--- src/rtl/pdm_mic_pkg.sv ---
/*
  Holds the shared constants of the microphone output logic: clock rate,
  sleep and wake timing, sample width and the output state encoding.
  Assumes a single 20 MHz reference clock inside the device.
*/
package pdm_mic_pkg;

  ////////////////////////////////////////////////////////////////////////////
  // Reference clock.
  localparam int unsigned REF_CLK_HZ = 20000000;
  localparam int unsigned REF_CLK_KHZ = REF_CLK_HZ / 1000;

  ////////////////////////////////////////////////////////////////////////////
  // Sleep entry: no bit-clock edge for this long means the clock has stopped.
  localparam int unsigned SLEEP_TIME_US = 1000;
  // Longest time, so the count rounds down.
  localparam int unsigned SLEEP_REF_CYCLES = (SLEEP_TIME_US * REF_CLK_KHZ) / 1000;
  localparam int unsigned SLEEP_CNT_W = 16;

  ////////////////////////////////////////////////////////////////////////////
  // Wake-up and power-up: bit-clock cycles before output becomes valid.
  localparam int unsigned WAKE_BIT_CYCLES = 32768;
  localparam int unsigned WAKE_CNT_W = 17;

  ////////////////////////////////////////////////////////////////////////////
  // Modulator input word and accumulator widths.
  localparam int unsigned SAMPLE_W = 16;
  localparam int unsigned ACC_W = 19;
  localparam int unsigned BUF_DEPTH = 2;

  ////////////////////////////////////////////////////////////////////////////
  // Channel-select strap levels.
  localparam logic SEL_RIGHT = 1'b0;
  localparam logic SEL_LEFT = 1'b1;

  ////////////////////////////////////////////////////////////////////////////
  // Power state, one-hot.
  typedef enum logic [2:0] {
    ST_WAKE  = 3'b001,
    ST_RUN   = 3'b010,
    ST_SLEEP = 3'b100
  } pwr_state_t;

endpackage

--- src/rtl/pdm_mic_out.sv ---
/*
  Holds the digital output side of a PDM microphone: a sigma-delta
  modulator fed through a two-entry buffer, slot-timed drive of the shared
  data line, stopped-clock sleep detection and the wake-up cycle count.
  Assumes the bit clock and the strap are synchronous to I_REF_CLK, and
  that the reference clock is much faster than the bit clock.
*/
module pdm_mic_out
  import pdm_mic_pkg::*;
#(
  parameter int unsigned SLEEP_CYCLES = SLEEP_REF_CYCLES,
  parameter int unsigned WAKE_CYCLES = WAKE_BIT_CYCLES,
  parameter int unsigned SAMPLE_WIDTH = SAMPLE_W
) (
  // Clock and reset.
  input wire logic I_REF_CLK,
  input wire logic I_RST,
  // Bit clock from the receiver and channel-select strap.
  input wire logic I_PDM_CLK,
  input wire logic I_LR_SEL,
  // Signed samples from the front end.
  input wire logic I_SAMPLE_VALID,
  input wire logic [SAMPLE_WIDTH-1:0] I_SAMPLE,
  output logic O_SAMPLE_READY,
  // Shared data line, split into level and enable.
  output logic O_PDM_DATA,
  output logic O_PDM_OE,
  // Power status.
  output logic O_SLEEP,
  output logic O_OUT_VALID
);

  localparam logic [SLEEP_CNT_W-1:0] SLEEP_LIMIT = SLEEP_CNT_W'(SLEEP_CYCLES - 1);
  localparam logic [WAKE_CNT_W-1:0] WAKE_LIMIT = WAKE_CNT_W'(WAKE_CYCLES);
  localparam logic signed [ACC_W-1:0] FS_POS = ACC_W'((1 << (SAMPLE_WIDTH - 1)) - 1);
  localparam logic signed [ACC_W-1:0] FS_NEG = -ACC_W'(1 << (SAMPLE_WIDTH - 1));

  ////////////////////////////////////////////////////////////////////////////
  // Declarations.
  pwr_state_t state_q;
  pwr_state_t state_d;
  logic pdm_clk_q;
  logic sel_q;
  logic [SLEEP_CNT_W-1:0] idle_cnt_q;
  logic [WAKE_CNT_W-1:0] wake_cnt_q;
  logic signed [ACC_W-1:0] acc_q;
  logic signed [SAMPLE_WIDTH-1:0] cur_sample_q;
  logic bit_q;
  logic pdm_data_q;
  logic pdm_oe_q;
  logic sleep_q;
  logic out_valid_q;
  logic buf_valid;
  logic [SAMPLE_WIDTH-1:0] buf_data;
  logic buf_ready;

  ////////////////////////////////////////////////////////////////////////////
  // Edge decode of the sampled bit clock and slot selection.
  wire clk_rise = I_PDM_CLK & ~pdm_clk_q;
  wire clk_fall = ~I_PDM_CLK & pdm_clk_q;
  wire any_edge = clk_rise | clk_fall;
  wire is_left = (sel_q == SEL_LEFT);
  // Left launches on the fall, right on the rise; each uses one edge only.
  wire launch = is_left ? clk_fall : clk_rise;
  wire release_edge = is_left ? clk_rise : clk_fall;
  wire idle_done = (idle_cnt_q == SLEEP_LIMIT);
  wire wake_done = (wake_cnt_q == WAKE_LIMIT);
  wire awake = (state_q != ST_SLEEP);

  // Modulator step: feedback of full scale, sign of the accumulator is the bit.
  wire signed [ACC_W-1:0] fb = bit_q ? FS_POS : FS_NEG;
  wire signed [ACC_W-1:0] x_ext = ACC_W'(cur_sample_q);
  wire signed [ACC_W-1:0] acc_d = acc_q + x_ext - fb;
  wire bit_d = ~acc_d[ACC_W-1];
  wire step = launch & awake;
  assign buf_ready = step;

  ////////////////////////////////////////////////////////////////////////////
  // Input buffer; a launch with no sample waiting repeats the last one.
  pdm_skid_buf #(
    .WIDTH(SAMPLE_WIDTH),
    .DEPTH(BUF_DEPTH)
  ) u_buf (
    .i_clk(I_REF_CLK),
    .i_rst(I_RST),
    .i_valid(I_SAMPLE_VALID),
    .i_data(I_SAMPLE),
    .o_ready(O_SAMPLE_READY),
    .o_valid(buf_valid),
    .o_data(buf_data),
    .i_ready(buf_ready)
  );

  ////////////////////////////////////////////////////////////////////////////
  // Bit-clock history and strap capture; the strap is taken while reset holds.
  always_ff @(posedge I_REF_CLK) begin
    pdm_clk_q <= I_PDM_CLK;
    if (I_RST) begin
      sel_q <= I_LR_SEL;
    end
  end

  ////////////////////////////////////////////////////////////////////////////
  // Stopped-clock timer: counts reference cycles since the last bit-clock edge.
  always_ff @(posedge I_REF_CLK) begin
    if (I_RST || any_edge) begin
      idle_cnt_q <= '0;
    end else if (!idle_done) begin
      idle_cnt_q <= idle_cnt_q + 1'b1;
    end
  end

  ////////////////////////////////////////////////////////////////////////////
  // Wake counter: bit-clock rising edges since the clock became active.
  always_ff @(posedge I_REF_CLK) begin
    if (I_RST || state_q == ST_SLEEP) begin
      wake_cnt_q <= '0;
    end else if (state_q == ST_WAKE && clk_rise && !wake_done) begin
      wake_cnt_q <= wake_cnt_q + 1'b1;
    end
  end

  ////////////////////////////////////////////////////////////////////////////
  // Power state selection.
  always_comb begin
    state_d = state_q;
    case (state_q)
      ST_WAKE: begin
        if (idle_done) begin
          state_d = ST_SLEEP;
        end else if (wake_done) begin
          state_d = ST_RUN;
        end
      end
      ST_RUN: begin
        if (idle_done) begin
          state_d = ST_SLEEP;
        end
      end
      ST_SLEEP: begin
        if (any_edge) begin
          state_d = ST_WAKE;
        end
      end
      default: begin
        state_d = ST_SLEEP;
      end
    endcase
  end

  // Power state register; power-up starts counting as after a wake.
  always_ff @(posedge I_REF_CLK) begin
    if (I_RST) begin
      state_q <= ST_WAKE;
    end else begin
      state_q <= state_d;
    end
  end

  ////////////////////////////////////////////////////////////////////////////
  // Sample holding register fed by the buffer at each launch.
  always_ff @(posedge I_REF_CLK) begin
    if (I_RST) begin
      cur_sample_q <= '0;
    end else if (step && buf_valid) begin
      cur_sample_q <= buf_data;
    end
  end

  // Sigma-delta modulator: the density of ones follows the sample value.
  always_ff @(posedge I_REF_CLK) begin
    if (I_RST) begin
      acc_q <= '0;
      bit_q <= 1'b0;
    end else if (step) begin
      acc_q <= acc_d;
      bit_q <= bit_d;
    end
  end

  ////////////////////////////////////////////////////////////////////////////
  // Line driver: drive on the launch edge, release on the opposite edge.
  always_ff @(posedge I_REF_CLK) begin
    if (I_RST) begin
      pdm_data_q <= 1'b0;
      pdm_oe_q <= 1'b0;
    end else if (state_d != ST_RUN) begin
      // Look at the next state so the line is released on the same edge as sleep is flagged.
      pdm_oe_q <= 1'b0;
    end else if (launch) begin
      pdm_data_q <= bit_d;
      pdm_oe_q <= 1'b1;
    end else if (release_edge) begin
      pdm_oe_q <= 1'b0;
    end
  end

  // Status flags.
  always_ff @(posedge I_REF_CLK) begin
    if (I_RST) begin
      sleep_q <= 1'b0;
      out_valid_q <= 1'b0;
    end else begin
      sleep_q <= (state_d == ST_SLEEP);
      out_valid_q <= (state_d == ST_RUN);
    end
  end

  assign O_PDM_DATA = pdm_data_q;
  assign O_PDM_OE = pdm_oe_q;
  assign O_SLEEP = sleep_q;
  assign O_OUT_VALID = out_valid_q;

endmodule

--- src/rtl/pdm_skid_buf.sv ---
/*
  Holds a two-entry buffer with valid and ready on both sides.
  Assumes one clock and a synchronous active-high reset; the ready it
  gives the source is a registered not-full flag.
*/
module pdm_skid_buf #(
  parameter int unsigned WIDTH = 16,
  parameter int unsigned DEPTH = 2
) (
  // Clock and reset.
  input wire logic i_clk,
  input wire logic i_rst,
  // Filling side.
  input wire logic i_valid,
  input wire logic [WIDTH-1:0] i_data,
  output logic o_ready,
  // Draining side.
  output logic o_valid,
  output logic [WIDTH-1:0] o_data,
  input wire logic i_ready
);

  localparam int unsigned PTR_W = (DEPTH > 1) ? $clog2(DEPTH) : 1;
  localparam int unsigned CNT_W = $clog2(DEPTH + 1);

  logic [WIDTH-1:0] mem_q [DEPTH];
  logic [PTR_W-1:0] wr_ptr_q;
  logic [PTR_W-1:0] rd_ptr_q;
  logic [CNT_W-1:0] cnt_q;
  logic [CNT_W-1:0] cnt_d;
  logic ready_q;
  wire push = i_valid & ready_q;
  wire pop = i_ready & (cnt_q != '0);

  ////////////////////////////////////////////////////////////////////////////
  // Occupancy and the outward flags derived from it.
  assign cnt_d = cnt_q + CNT_W'(push) - CNT_W'(pop);
  assign o_ready = ready_q;
  assign o_valid = (cnt_q != '0);
  assign o_data = mem_q[rd_ptr_q];

  // Pointer and count update; ready is registered so the source sees a flop.
  always_ff @(posedge i_clk) begin
    if (i_rst) begin
      wr_ptr_q <= '0;
      rd_ptr_q <= '0;
      cnt_q <= '0;
      ready_q <= 1'b1;
    end else begin
      if (push) begin
        wr_ptr_q <= (wr_ptr_q == PTR_W'(DEPTH - 1)) ? '0 : wr_ptr_q + 1'b1;
      end
      if (pop) begin
        rd_ptr_q <= (rd_ptr_q == PTR_W'(DEPTH - 1)) ? '0 : rd_ptr_q + 1'b1;
      end
      cnt_q <= cnt_d;
      ready_q <= (cnt_d != CNT_W'(DEPTH));
    end
  end

  // Storage write.
  always_ff @(posedge i_clk) begin
    if (push) begin
      mem_q[wr_ptr_q] <= i_data;
    end
  end

endmodule

--- config.mk ---
export PLATFORM = sky130hd
export DESIGN_NAME = pdm_mic_out
export DESIGN_NICKNAME = d
export VERILOG_FILES = /design/src/rtl/pdm_mic_pkg.sv /design/src/rtl/pdm_mic_out.sv /design/src/rtl/pdm_skid_buf.sv
export SDC_FILE = /design/constraint.sdc
export NUM_CORES = 1
export LEC_CHECK = 0
export BUFFER_PORTS_ARGS = -buffer_cell sky130_fd_sc_hd__buf_2
export CAP_MARGIN = 20
export CORE_ASPECT_RATIO = 0.6
export CORE_MARGIN = 8
export CORE_UTILIZATION = 64
export CTS_BUF_LIST = sky130_fd_sc_hd__clkbuf_4 sky130_fd_sc_hd__clkbuf_8
export CTS_CLUSTER_SIZE = 12
export DETAILED_ROUTE_END_ITERATION = 16
export PLACE_DENSITY_LB_ADDON = 0.2
export REMOVE_ABC_BUFFERS = 1
export SETUP_SLACK_MARGIN = 0.3
export SLEW_MARGIN = 20
export SYNTH_ARGS = -nofsm -noshare
export SYNTH_HDL_FRONTEND = slang
export SYNTH_SLANG_ARGS = --single-unit
--- constraint.sdc ---
create_clock -name I_REF_CLK -period 4.08 [get_ports I_REF_CLK]
set_input_delay 0.612 -clock I_REF_CLK [delete_from_list [all_inputs] [get_ports I_REF_CLK]]
set_output_delay 0.612 -clock I_REF_CLK [all_outputs]
set_load 0.02 [all_outputs]
==> summary.md, run 1 <==
The quantity of hold-fixing buffers added after cts is 0, and the first-pass GRT wire length is 22.1 mm. The tools report the worst hold margin as 346 ps. TritonCTS built the clock tree.

The clock sink total was 115; the arrival time of data at the critical path endpoint was 3320 ps. For the pin with the worst max-slew slack, the measured transition is 1080 ps. The initial antenna violation count is 0, and the number of antenna repair diodes is 0. At the placement stage, the worst setup path has a slack of 1090 ps. The floorplan step set the die height to 91.4 um. At the end of routability-driven placement, the weighted congestion stood at 0.920. Global routing finished with a remaining overflow of 0. The analysis attributes to cell leakage a power of 2.62 nW. Top layer used by detailed routing: met4.

The mean cell area of the mapped netlist was 9.76 um^2. The number of setup buffers added after CTS is 0. The number of input and output port buffers inserted came out at 25. The instance count along the most critical hold path is 1, and the number of gates given a new drive strength after cts is 0. Summed over all nets, wire length on met2 after detailed routing comes to 5.52 mm. Of all flip-flops after synthesis, the portion carrying an async set or reset was 0%. The via count of the first global-routing pass was 4,524; the cell count of the worst reg-to-reg path was 10. In the final routing, the length of wire on met1 measures 6.34 mm. The total routing usage reported by global routing is 21.2%, and the post-CTS clock slew at the launch and capture registers of the worst setup and hold paths is 80 ps. The width of the chip was 142 um. Summing the sequential cell areas from Yosys gives 43.4% of the chip area. The fraction of layout instances using a drive strength above 1 was 13.3%.

Total wire length after detailed routing: 12.9 mm. For this run, the slowest stage of the critical path takes 490 ps. The final count of negative-setup-slack endpoints is 0, and the initial core utilization is 66.1%.

The final critical delay including setup and external delays was 3010 ps; the count of yosys warnings during synthesis was 0. Detailed routing placed a total of 927 um of wire on met3. Measured against its own limit, the worst slew margin works out to 28.2%. In the final timing run, aggregate negative setup slack is 0 ps. For the achievable clock frequency, the log shows 332 MHz.

Final routed wire length divided by cell count: 16.2 um. The clock reaches the later pin of the worst-skew pair after 430 ps. The tools report the overall die area as 13,000 um^2. The longest clock path from root to sink contains 2 buffers. STA classifies the critical path startpoint as a register. The signal on the critical path passes through buf_4 -> fa_1 -> inv_1 -> ha_1 -> a21o_2 -> a31o_2 -> a311oi_1 -> nand3_1 -> mux2i_1 -> a21oi_1. The number of placement rows was 27; the peak supply drop was 0.402 mV. The kind of critical path is register to register.

The DRC violation count after routing was 0. Entering global routing, the biggest net connects 51 pins. The run gives 0 as the count of endpoints failing hold in the final timing report. The total CTS buffers was 17; the required time of the worst setup path was 4390 ps. Of all cell types, the one taking the most synthesized area is sky130_fd_sc_hd__dfxtp_1. In this run the worst hold path is classified as input port to register.

The antenna violation net count after detailed routing was 0; the top cell type's share of synthesized area was 27.0%. After synthesis the cells add up to 6070 um^2. The H-tree was split into 4 levels. Share of the clock period used by the worst path after layout: 73.8%. Setup slack on the critical path of the routed design comes to 1070 ps. In this run, synthesis inferred 33 flip-flops with an integrated enable. In this run the clock root is driven by a sky130_fd_sc_hd__clkbuf_8. The total via count after detailed routing was 4,616; the top-level port count was 26. Relative to the synthesized area, the layout overhead comes to 10.8%. The number of instances in the synthesized netlist is 622. Power per unit of standard cell area: 744 nW/um^2. The average via count per standard cell was 5.79.

The predominant post-synthesis flop cell is sky130_fd_sc_hd__dfxtp_1. The first detailed-routing pass ran for 5 iterations. For the final setup skew, the log shows 11.9 ps.

Fill cells in the final layout number 700. The max-cap violation count came out at 0. At the end of the flow, the number of nets in the layout was 719. Among all stages on the critical path, the largest delay is contributed by sky130_fd_sc_hd__fa_1.

The run finished with clean final reports. The final HPWL from detailed placement was 9.18 mm. Yosys mapped the design onto 78 distinct sky130hd cell types. Setup repair after global routing left no endpoint under its margin.

The largest fanout of any net on the critical path is 11, and the post-synthesis register bit count is 115. The floorplan step defined a core boundary enclosing 9190 um^2. The worst setup path is captured at a register. By area the synthesized netlist is led by sky130_fd_sc_hd__dfxtp_1 (27%), sky130_fd_sc_hd__edfxtp_1 (16%), sky130_fd_sc_hd__fa_1 (5.9%). The count of final max-slew check failures is 0. The run gives 434 as the violation count after the first detailed-route iteration.
worst paths after layout:
kind                          startpoint  slack (ps)                     end
hold reg to reg   acc_q[10]$_SDFFE_PP0P_         460  acc_q[10]$_SDFFE_PP0P_
setup reg to reg      bit_q$_SDFFE_PP0P_        1070  acc_q[15]$_SDFFE_PP0P_
hold / removal                 I_PDM_CLK         350       pdm_clk_q$_DFF_P_
setup / recovery      bit_q$_SDFFE_PP0P_        1070  acc_q[15]$_SDFFE_PP0P_
cell families (layout without fill, tap and decap cells):
family                   count (synthesis)  count (layout)  share of synthesized area (%)
AND/OR/NAND/NOR                        198             198                           16.7
AO/OA/AOI/OAI                          116             116                           14.3
flip-flops                             115             115                           43.4
buffers and inverters                   96             141                           6.27
adder cells (fa/ha/maj)                 44              44                           11.3
XOR/XNOR                                33              33                           4.76
multiplexers                            20              20                           3.32
cell usage in the layout (no fill, tap or decap), types with 18 or more instances in the layout:
cell	Yosys	routed
sky130_fd_sc_hd__a211oi_1	22	22
sky130_fd_sc_hd__buf_2	5	25
sky130_fd_sc_hd__a21oi_1	28	28
sky130_fd_sc_hd__edfxtp_1	33	33
sky130_fd_sc_hd__fa_1	18	18
sky130_fd_sc_hd__nand3_1	19	19
sky130_fd_sc_hd__xnor2_1	19	19
sky130_fd_sc_hd__mux2i_1	19	19
sky130_fd_sc_hd__nand2_1	43	43
sky130_fd_sc_hd__nor2_1	67	66
sky130_fd_sc_hd__inv_1	78	78
sky130_fd_sc_hd__dfxtp_1	82	82
sky130_fd_sc_hd__ha_1	26	26
final cells by class:
cell class	instances	area (um^2)	share of cell area, %
clock buffer	17	234	3.48
clock inverter	15	171	2.55
inverter	78	293	4.36
multi-input combinational	411	3060	45.5
sequential	115	2630	39.2
tap	130	163	2.42
timing repair buffer	31	170	2.53
through the flow:
stage                     util, %  instance area [um^2]  power [mW]  instances
after detailed placement     68.8                  6320        3.85        765
after global placement       68.8                  6320        3.77        765
final                        73.2                  6720        5.00        797
after floorplan                 -                  5980        3.32        604
after global routing         73.2                  6720        5.35        797
after CTS                    73.2                  6720        4.97        797
sequential cells by signal (all words and copies together), names as in the netlist, 2 cells and up:
name and cells:
state_q 3, u_buf.mem_q 32, acc_q 19, idle_cnt_q 16
u_buf.cnt_q 2, cur_sample_q 16, wake_cnt_q 17
metal layers:
layer,up-vias,global-route usage [%]
met5,-,0
met4,0,7.91
met3,15,4.91
met2,163,30.7
met1,2204,30.2
li1,2234,-
synthesized netlist by cell type, types with 5 or more instances:
master / instances
sky130_fd_sc_hd__nand4_1: 6
sky130_fd_sc_hd__inv_1: 78
sky130_fd_sc_hd__o21ai_0: 17
sky130_fd_sc_hd__fa_1: 18
sky130_fd_sc_hd__edfxtp_1: 33
sky130_fd_sc_hd__nand2_1: 43
sky130_fd_sc_hd__buf_1: 5
sky130_fd_sc_hd__dfxtp_1: 82
sky130_fd_sc_hd__or3_1: 12
sky130_fd_sc_hd__ha_1: 26
sky130_fd_sc_hd__xor2_1: 14
sky130_fd_sc_hd__a211oi_1: 22
sky130_fd_sc_hd__clkbuf_1: 6
sky130_fd_sc_hd__nand3_1: 19
sky130_fd_sc_hd__and3_1: 12
sky130_fd_sc_hd__buf_2: 5
sky130_fd_sc_hd__nor2_1: 67
sky130_fd_sc_hd__nor3_1: 10
sky130_fd_sc_hd__xnor2_1: 19
sky130_fd_sc_hd__mux2i_1: 19
sky130_fd_sc_hd__a21oi_1: 28
worst max-delay path: cells and delay by family (launching register included):
kind            cells  cell delay (ps)
compound gates      4             1070
fa+ha+maj           2              850
buf+inv             2              240
flops               1              310
mux                 1              200
simple gates        1              200
where the power goes:
part,internal (mW),total [mW],switching [mW]
Sequential,1.36,1.47,0.105
Combinational,0.970,2.45,1.48
Clock,0.560,1.09,0.525
Power figures use the tool's default switching activity.
==> inputs of run 2 (changes only) <==
--- a/config.mk
+++ b/config.mk
@@ -9,7 +9,7 @@
 export CAP_MARGIN = 20
 export CORE_ASPECT_RATIO = 0.6
 export CORE_MARGIN = 8
-export CORE_UTILIZATION = 64
+export CORE_UTILIZATION = 58
 export CTS_BUF_LIST = sky130_fd_sc_hd__clkbuf_4 sky130_fd_sc_hd__clkbuf_8
 export CTS_CLUSTER_SIZE = 12
 export DETAILED_ROUTE_END_ITERATION = 16
==> constraint.sdc (replaced) <==
create_clock -name I_REF_CLK -period 2.76 [get_ports I_REF_CLK]
set_input_delay 0.414 -clock I_REF_CLK [delete_from_list [all_inputs] [get_ports I_REF_CLK]]
set_output_delay 0.414 -clock I_REF_CLK [all_outputs]
set_load 0.02 [all_outputs]
==> run 2 against run 1 <==
Net effect: the flow now finishes with violations (setup timing); final cell count increased by 6.5%; global-route usage is 0.41 points lower; clock power rose by 47%; critical path depth shrank 1; sequential power grew 47%; power grew 86%.
==> summary.md, run 2 (synthesis gave the netlist of run 1 again) <==
The run finished, with violations left. The checks that failed: setup timing. The first-pass GRT wire length was 23.0 mm (was 22.1 mm); the count of endpoints failing hold in the final timing report was 0 (unchanged). The overall die area was 14,100 um^2 (was 13,000 um^2). Registers with the most flip-flops: u_buf.mem_q: 32 flops, acc_q: 19 flops, wake_cnt_q: 17 flops (unchanged). The largest fanout of any net on the critical path was 8 (was 11).

The width of the chip was 148 um (was 142 um). The tools report the sum of met3 wire segment lengths after detailed routing as 868 um (was 927 um). The startpoint type of the worst setup path was a register (unchanged).

The tools report the final count of negative-setup-slack endpoints as 6 (was 0). The violation count after the first detailed-route iteration was 406 (was 434); the final worst-path setup slack was -89.4 ps (was 1070 ps). The fraction of layout instances using a drive strength above 1 is 25.2% (was 13.3%), and the average via count per standard cell is 5.73 (was 5.79). TritonCTS built the clock tree. The total via count after detailed routing came out at 4,868 (was 4,616).

Pin slew with the least headroom to its limit: 792 ps (was 1080 ps). The number of H-tree levels is 4 (unchanged). The run gives 3080 ps (was 4390 ps) as the required time of the worst setup path. The post-CTS clock slew at the launch and capture registers of the worst setup and hold paths works out to 70 ps (was 80 ps). The tools report the number of iterations in the first detailed-routing pass as 5 (unchanged). The number of placement rows came out at 29 (was 27). The maximum number of pins on one net before global-route repair was 50 (was 51); the power per unit of standard cell area was 1260 nW/um^2 (was 744 nW/um^2).

The logs give 17 (unchanged) for the total CTS buffers and 0 (unchanged) for the initial antenna violation count. Number of antenna repair diodes: 0 (unchanged). The number of flip-flops under the largest register name is 32 (unchanged), and the count of final max-slew check failures is 0 (unchanged). Clock tree root driver cell: sky130_fd_sc_hd__clkbuf_8 (unchanged). The initial core utilization came out at 58.5% (was 66.1%). The run gives -271 ps (was 0 ps) as the setup total negative slack. For the max-slew headroom at the worst pin, the log shows 47.2% (was 28.2%). Total routing usage reported by global routing: 20.8% (was 21.2%). For the clock sink total, the log shows 115 (unchanged). The register ranked first by flip-flop count was u_buf.mem_q (unchanged). Number of nets in the layout: 762 (was 719). Endpoint type of the worst setup path: a register (unchanged). The share of the clock period used by the worst path after layout works out to 103% (was 73.8%).

The run gives 351 MHz (was 332 MHz) as the achievable clock frequency. Final critical delay including setup and external delays: 2850 ps (was 3010 ps). The height of the die works out to 95.2 um (was 91.4 um). The logs give 26 (unchanged) for the top-level port count and 4,603 (was 4,524) for the via count of the first global-routing pass.

Setup repair after global routing could not meet its margin everywhere. The final setup skew came out at 11.4 ps (was 11.9 ps). For the met2 wirelength from detailed routing, the log shows 6.86 mm (was 5.52 mm).

The logs give 152 ps (was 346 ps) for the worst hold margin and 0.865 (was 0.920) for the final weighted congestion in routability-driven placement. Class of the tightest hold or removal check: input port to register (unchanged). The run gives 3170 ps (was 3320 ps) as the arrival time of data at the critical path endpoint. The insertion delay to the later sink of the worst-skew pair was 430 ps (about the same); the antenna violation net count after detailed routing was 0 (unchanged).

The placeable core region was 10,400 um^2 (was 9190 um^2). The top layer used by detailed routing is met4 (unchanged). The tools report the max-cap violation count as 0 (unchanged). The tools report the standby leakage power as 2.88 nW (was 2.62 nW). The logs give 0 (unchanged) for the total congestion overflow and 71.1% (was 73.2%) for the final standard cell utilization of the core. Leading cell type in the layout, fill and taps excluded: sky130_fd_sc_hd__dfxtp_1 (unchanged). Commonest cells after routing, fill and taps aside: sky130_fd_sc_hd__dfxtp_1 (79), sky130_fd_sc_hd__inv_1 (71), sky130_fd_sc_hd__nor2_1 (66) (was sky130_fd_sc_hd__dfxtp_1 (82), sky130_fd_sc_hd__inv_1 (78), sky130_fd_sc_hd__nor2_1 (66)). Routed length on met1: 6.99 mm (was 6.34 mm). The DRC violation count after routing was 0 (unchanged); the buffer levels on the longest clock path was 2 (unchanged). The kind of critical path was register to register (unchanged).

The number of input and output port buffers inserted is 25 (unchanged). For the final HPWL from detailed placement, the log shows 9.49 mm (was 9.18 mm). The final routed wire length divided by cell count was 17.6 um (was 16.2 um). The total wire length after detailed routing was 14.9 mm (was 12.9 mm); the synthesis-to-finish area growth was 21.6% (was 10.8%).

The run gives 0.667 mV (was 0.402 mV) as the peak supply drop.
## run 2: layer usage
layer  global-route usage [%]  vias to the layer above
met4                     6.08                        0
met1                     29.0                     2355
met5                        0                        -
met3                     5.78                       31
li1                         -                     2313
met2                     31.2                      169
## run 2: critical path: stages (launching register included)
cell,delay (ps)
sky130_fd_sc_hd__dfxtp_4,380
sky130_fd_sc_hd__buf_8,160
sky130_fd_sc_hd__buf_4,150
sky130_fd_sc_hd__fa_1,440
sky130_fd_sc_hd__ha_1,400
sky130_fd_sc_hd__a21o_1,220
sky130_fd_sc_hd__a221oi_2,380
sky130_fd_sc_hd__buf_4,220
sky130_fd_sc_hd__a211oi_2,80
sky130_fd_sc_hd__o31a_1,300
## run 2: area by class of cell
cell class                 instances  area [um^2]
clock inverter                    13          145
inverter                          78          293
sequential                       115         2640
tap                              139          174
clock buffer                      19          262
fill                             713         3000
timing repair buffer              74          533
multi-input combinational        411         3330
## run 2: stage by stage
| step | instance area, um^2 | std cells | total power [mW] | worst slack [ps] |
|---|---|---|---|---|
| 2_1_floorplan | 5980 | 604 | 4.91 | -779 |
| 3_3_place_gp | 6510 | 798 | 6.04 | -3.79 |
| 3_5_place_dp | 6510 | 798 | 6.15 | -42.6 |
| 4_1_cts | 7160 | 838 | 8.38 | 106 |
| 5_1_grt | 7380 | 849 | 9.80 | -159 |
| 6_report | 7380 | 849 | 9.29 | -89.4 |
## run 2: path summary, 6_finish.rpt
path | slack (ps) | cells after the start | end | start
max | -90 | 9 | bit_q$_SDFFE_PP0P_ | bit_q$_SDFFE_PP0P_
min | 150 | 1 | pdm_clk_q$_DFF_P_ | I_PDM_CLK
max reg2reg | -90 | 9 | bit_q$_SDFFE_PP0P_ | bit_q$_SDFFE_PP0P_
min reg2reg | 470 | 2 | acc_q[11]$_SDFFE_PP0P_ | acc_q[11]$_SDFFE_PP0P_
## run 2: power by group
| group | switching (mW) | leakage (nW) | internal, mW |
|---|---|---|---|
| combinational | 2.97 | 1.70 | 2.56 |
| clock | 0.740 | 0.204 | 0.861 |
| sequential | 0.141 | 0.977 | 2.02 |
| total | 3.85 | 2.88 | 5.44 |
## run 2: timing repair
action / 4_1_cts / 5_1_grt
gates resized for setup: 34 / 33
gates cloned: 0 / 1
pin swaps: 24 / 31
hold buffers: 0 / 0
buffers inserted: 8 / 10
endpoints found under the setup margin: 15 / 16
==> inputs of run 3 (changes only) <==
--- a/config.mk
+++ b/config.mk
@@ -5,13 +5,14 @@
 export SDC_FILE = /design/constraint.sdc
 export NUM_CORES = 1
 export LEC_CHECK = 0
+export ABC_AREA = 1
 export BUFFER_PORTS_ARGS = -buffer_cell sky130_fd_sc_hd__buf_2
 export CAP_MARGIN = 20
 export CORE_ASPECT_RATIO = 0.6
 export CORE_MARGIN = 8
 export CORE_UTILIZATION = 58
 export CTS_BUF_LIST = sky130_fd_sc_hd__clkbuf_4 sky130_fd_sc_hd__clkbuf_8
-export CTS_CLUSTER_SIZE = 12
+export CTS_CLUSTER_SIZE = 40
 export DETAILED_ROUTE_END_ITERATION = 16
 export PLACE_DENSITY_LB_ADDON = 0.2
 export REMOVE_ABC_BUFFERS = 1
==> run 3 against run 2 <==
Net effect: the run now ends clean; clock-buffer cell count shrank 2; combinational power down 32%; power shrank 21%; critical endpoint is now acc_q[11]$_SDFFE_PP0P_.
==> summary.md, run 3 <==
The flow ran to the end, and the final reports show no timing, DRC or antenna violations. The startpoint type of the worst setup path was a register (unchanged). Registers with the most flip-flops: u_buf.mem_q: 32 flops, acc_q: 19 flops, wake_cnt_q: 17 flops (unchanged). Instance count along the most critical hold path: 1 (unchanged).

The required time of the worst setup path came out at 3090 ps (was 3080 ps). The total congestion overflow came out at 0 (unchanged). The total routing usage reported by global routing is 20.7% (was 20.8%), and the first-pass GRT wire length is 24.5 mm (was 23.0 mm).

The violation count after the first detailed-route iteration is 569 (was 406), and the antenna violation net count after detailed routing is 0 (unchanged). The buffer levels on the longest clock path is 2 (unchanged), and the DRC violation count after routing is 0 (unchanged). The logs give 29 (unchanged) for the number of placement rows and 0 (unchanged) for the number of antenna repair diodes. The insertion delay to the later sink of the worst-skew pair was 440 ps (was 430 ps). The overall power consumption was 7.39 mW (was 9.29 mW); the pin slew with the least headroom to its limit was 528 ps (was 792 ps).

Setup repair after global routing could not meet its margin everywhere. Commonest cells after routing, fill and taps aside: sky130_fd_sc_hd__nand2_1 (149), sky130_fd_sc_hd__inv_1 (143), sky130_fd_sc_hd__dfxtp_1 (79) (was sky130_fd_sc_hd__dfxtp_1 (79), sky130_fd_sc_hd__inv_1 (71), sky130_fd_sc_hd__nor2_1 (66)). The synthesis-to-finish area growth is 16.6% (was 21.6%). Leading cell types by total area after synthesis: sky130_fd_sc_hd__dfxtp_1 (26%), sky130_fd_sc_hd__edfxtp_1 (15%), sky130_fd_sc_hd__nand2_1 (9.5%) (was sky130_fd_sc_hd__dfxtp_1 (27%), sky130_fd_sc_hd__edfxtp_1 (16%), sky130_fd_sc_hd__fa_1 (5.9%)). The final HPWL from detailed placement came out at 10.5 mm (was 9.49 mm). The number of placed cells counting well taps was 974 (was 798). The max-slew headroom at the worst pin came out at 64.6% (was 47.2%). The top cell type's share of synthesized area is 25.6% (was 27.0%).

The largest fanout of any net on the critical path came out at 11 (was 8). The class of the tightest hold or removal check was input port to register (unchanged). The clock tree root driver cell is sky130_fd_sc_hd__clkbuf_8 (unchanged).

The number of nets in the layout is 926 (was 762). Height of the die: 97.4 um (was 95.2 um). The number of synthesized flops with an enable pin is 33 (unchanged), and the critical path's largest stage delay is 490 ps (was 440 ps). The number of H-tree levels was 4 (unchanged).

The start of the worst register-to-register path was bit_q$_SDFFE_PP0P_ (unchanged). TritonCTS built the clock tree. The number of input and output port buffers inserted came out at 25 (unchanged). Leading cell types by count after synthesis: sky130_fd_sc_hd__nand2_1 (163), sky130_fd_sc_hd__inv_1 (145), sky130_fd_sc_hd__dfxtp_1 (82), sky130_fd_sc_hd__nor2_1 (73), sky130_fd_sc_hd__a21oi_1 (51) (was sky130_fd_sc_hd__dfxtp_1 (82), sky130_fd_sc_hd__inv_1 (78), sky130_fd_sc_hd__nor2_1 (67), sky130_fd_sc_hd__nand2_1 (43), sky130_fd_sc_hd__edfxtp_1 (33)).

The overall die area was 14,800 um^2 (was 14,100 um^2); the average via count per standard cell was 5.55 (was 5.73). The run gives 0.947 (was 0.865) as the final weighted congestion in routability-driven placement. The post-route non-filler standard cell count was 1,013 (was 849).

The power per unit of standard cell area was 988 nW/um^2 (was 1260 nW/um^2); the count of yosys warnings during synthesis was 0 (unchanged). The final critical delay including setup and external delays was 2440 ps (was 2850 ps). The run gives 15.7 mm (was 14.9 mm) as the total wire length after detailed routing. Predominant post-synthesis flop cell: sky130_fd_sc_hd__dfxtp_1 (unchanged). For the arrival time of data at the critical path endpoint, the log shows 2770 ps (was 3170 ps).

The endpoint type of the worst setup path is a register (unchanged). The run gives 115 (unchanged) as the clock sink total. The share of the clock period used by the worst path after layout was 88.3% (was 103%). The initial core utilization came out at 60.1% (was 58.5%).

The final worst-path setup slack is 322 ps (was -89.4 ps), and the share of the yosys chip area belonging to registers is 41.1% (was 43.4%). The width of the chip came out at 152 um (was 148 um). The final routed wire length divided by cell count came out at 15.5 um (was 17.6 um). The count of different cell masters after synthesis came out at 45 (was 78).

The leading cell type in the layout, fill and taps excluded is sky130_fd_sc_hd__nand2_1 (was sky130_fd_sc_hd__dfxtp_1). End of the worst hold path: pdm_clk_q$_DFF_P_ (unchanged). The placeable core region is 10,700 um^2 (was 10,400 um^2), and the synthesized area is 6410 um^2 (was 6070 um^2). The count of final max-slew check failures is 0 (unchanged). For the final count of negative-setup-slack endpoints, the log shows 0 (was 6). The most common cell type on the critical path was sky130_fd_sc_hd__nand2_1 (was sky130_fd_sc_hd__buf_4). The setup total negative slack was 0 ps (was -271 ps); the cell count of the worst reg-to-reg path was 14 (was 9). The most instantiated library cell after synthesis is sky130_fd_sc_hd__nand2_1 (was sky130_fd_sc_hd__dfxtp_1). The number of iterations in the first detailed-routing pass is 5 (unchanged), and the final setup skew is 19.1 ps (was 11.4 ps). The register-to-register setup slack is 320 ps (was -90 ps).

The worst slack at placement is 153 ps (was -42.6 ps). The share of async-settable or async-resettable flops after synthesis came out at 0% (unchanged). The via count of the first global-routing pass came out at 5,059 (was 4,603).

The post-CTS clock slew at the launch and capture registers of the worst setup and hold paths was 80 ps (was 70 ps); the sequential cell area was 2640 um^2 (unchanged). The tools report the count of endpoints failing hold in the final timing report as 0 (unchanged). The peak supply drop came out at 0.556 mV (was 0.667 mV).

The number of flip-flops under the largest register name was 32 (unchanged). The register ranked first by flip-flop count was u_buf.mem_q (unchanged). The total of fill cells in the finished design was 835 (was 713). The initial antenna violation count came out at 0 (unchanged).

The tools report the area of the multi-input gates as 3430 um^2 (was 3330 um^2). The max-cap violation count is 0 (unchanged), and the fraction of layout instances using a drive strength above 1 is 19.1% (was 25.2%). The total via count after detailed routing came out at 5,625 (was 4,868). The post-synthesis register bit count came out at 115 (unchanged). The run gives 410 MHz (was 351 MHz) as the achievable clock frequency. The terminus of the critical flop-to-flop path was acc_q[11]$_SDFFE_PP0P_ (was bit_q$_SDFFE_PP0P_). The dominant cell type by area after synthesis is sky130_fd_sc_hd__dfxtp_1 (unchanged). The maximum number of pins on one net before global-route repair came out at 33 (was 50). Top-level port count: 26 (unchanged). Kind of critical path: register to register (unchanged).

The number of instances in the synthesized netlist was 819 (was 622). Ordered cell list for the critical path: buf_8 -> fa_1 -> inv_1 -> ha_4 -> nand2_1 -> nand2_1 -> a31oi_1 -> nand2_2 -> nand2_1 -> nand2_2 -> nand2_1 -> nand2_1 -> o21ai_0 -> inv_1 (was buf_8 -> buf_4 -> fa_1 -> ha_1 -> a21o_1 -> a221oi_2 -> buf_4 -> a211oi_2 -> o31a_1). The quantity of hold-fixing buffers added after cts was 0 (unchanged). The run gives 3.26 nW (was 2.88 nW) as the standby leakage power. The cell type of the slowest stage on the worst timing path was sky130_fd_sc_hd__fa_1 (unchanged). The origin of the worst min-delay path was I_PDM_CLK (unchanged). The mean cell area of the mapped netlist was 7.82 um^2 (was 9.76 um^2); the total CTS buffers was 17 (unchanged).
==> run 3: worst max-delay path by stage <==
| stage | start | end | slack [ps] | depth (start not counted) |
|---|---|---|---|---|
| after floorplan | bit_q$_SDFFE_PP0P_ | acc_q[18]$_SDFFE_PP0P_ | 130 | 13 |
| after global placement | bit_q$_SDFFE_PP0P_ | acc_q[17]$_SDFFE_PP0P_ | 180 | 13 |
| after detailed placement | bit_q$_SDFFE_PP0P_ | acc_q[11]$_SDFFE_PP0P_ | 150 | 14 |
| after CTS | bit_q$_SDFFE_PP0P_ | acc_q[11]$_SDFFE_PP0P_ | 280 | 14 |
| after global routing | bit_q$_SDFFE_PP0P_ | O_PDM_DATA$_SDFFE_PP0P_ | 230 | 15 |
| final | bit_q$_SDFFE_PP0P_ | acc_q[11]$_SDFFE_PP0P_ | 320 | 14 |
==> run 3: cell type report <==
| cell class | instances | share of cell area (%) |
|---|---|---|
| multi-input combinational | 531 | 45.9 |
| sequential | 115 | 35.3 |
| inverter | 155 | 7.79 |
| timing repair buffer | 41 | 3.43 |
| clock buffer | 17 | 3.13 |
| tap | 139 | 2.33 |
| clock inverter | 15 | 2.13 |
==> run 3: power by group <==
part	total (mW)	switching [mW]	internal, mW
Clock	1.59	0.839	0.753
Combinational	3.76	2.34	1.42
Sequential	2.03	0.0942	1.94
Total	7.39	3.28	4.11
==> run 3: routing by layer <==
| layer | track usage (%) | part of all wire [%] |
|---|---|---|
| met1 | 30.2 | 47 |
| met2 | 27.4 | 41 |
| met3 | 7.02 | 9.7 |
| met4 | 7.20 | 2.0 |
| met5 | 0 | 0 |
==> run 3: per-stage QoR <==
stage | cell area [um^2] | util [%] | hold WS [ps]
finish | 7470 | 70.0 | 121
global route | 7470 | 70.0 | 92.2
CTS | 7110 | 66.6 | 94.8
detailed placement | 6680 | 62.6 | 469
global placement | 6680 | 62.6 | 459
floorplan | 6310 | - | 442
==> run 3: cells by family (layout without fill, tap and decap cells) <==
family,after synthesis,count (layout),share of synthesized area [%]
compound gates,122,122,10.4
xor+xnor,20,20,2.73
buf+inv,173,228,10.6
flops,115,115,41.1
fa+ha+maj,44,44,10.7
simple gates,345,345,24.4
==> run 3: what timing repair did <==
action                                  in CTS  in global routing
pin swaps                                    0                 17
buffers inserted                             0                  7
hold endpoints to repair                     0                  0
endpoints found under the setup margin      13                 16
gates resized for setup                     10                 67
==> run 3: worst max-delay path: cells and delay by family, from the launching register on <==
kind	cells	cell delay, ps
buf+inv	3	290
fa+ha+maj	2	740
flops	1	380
compound gates	2	340
simple gates	7	590
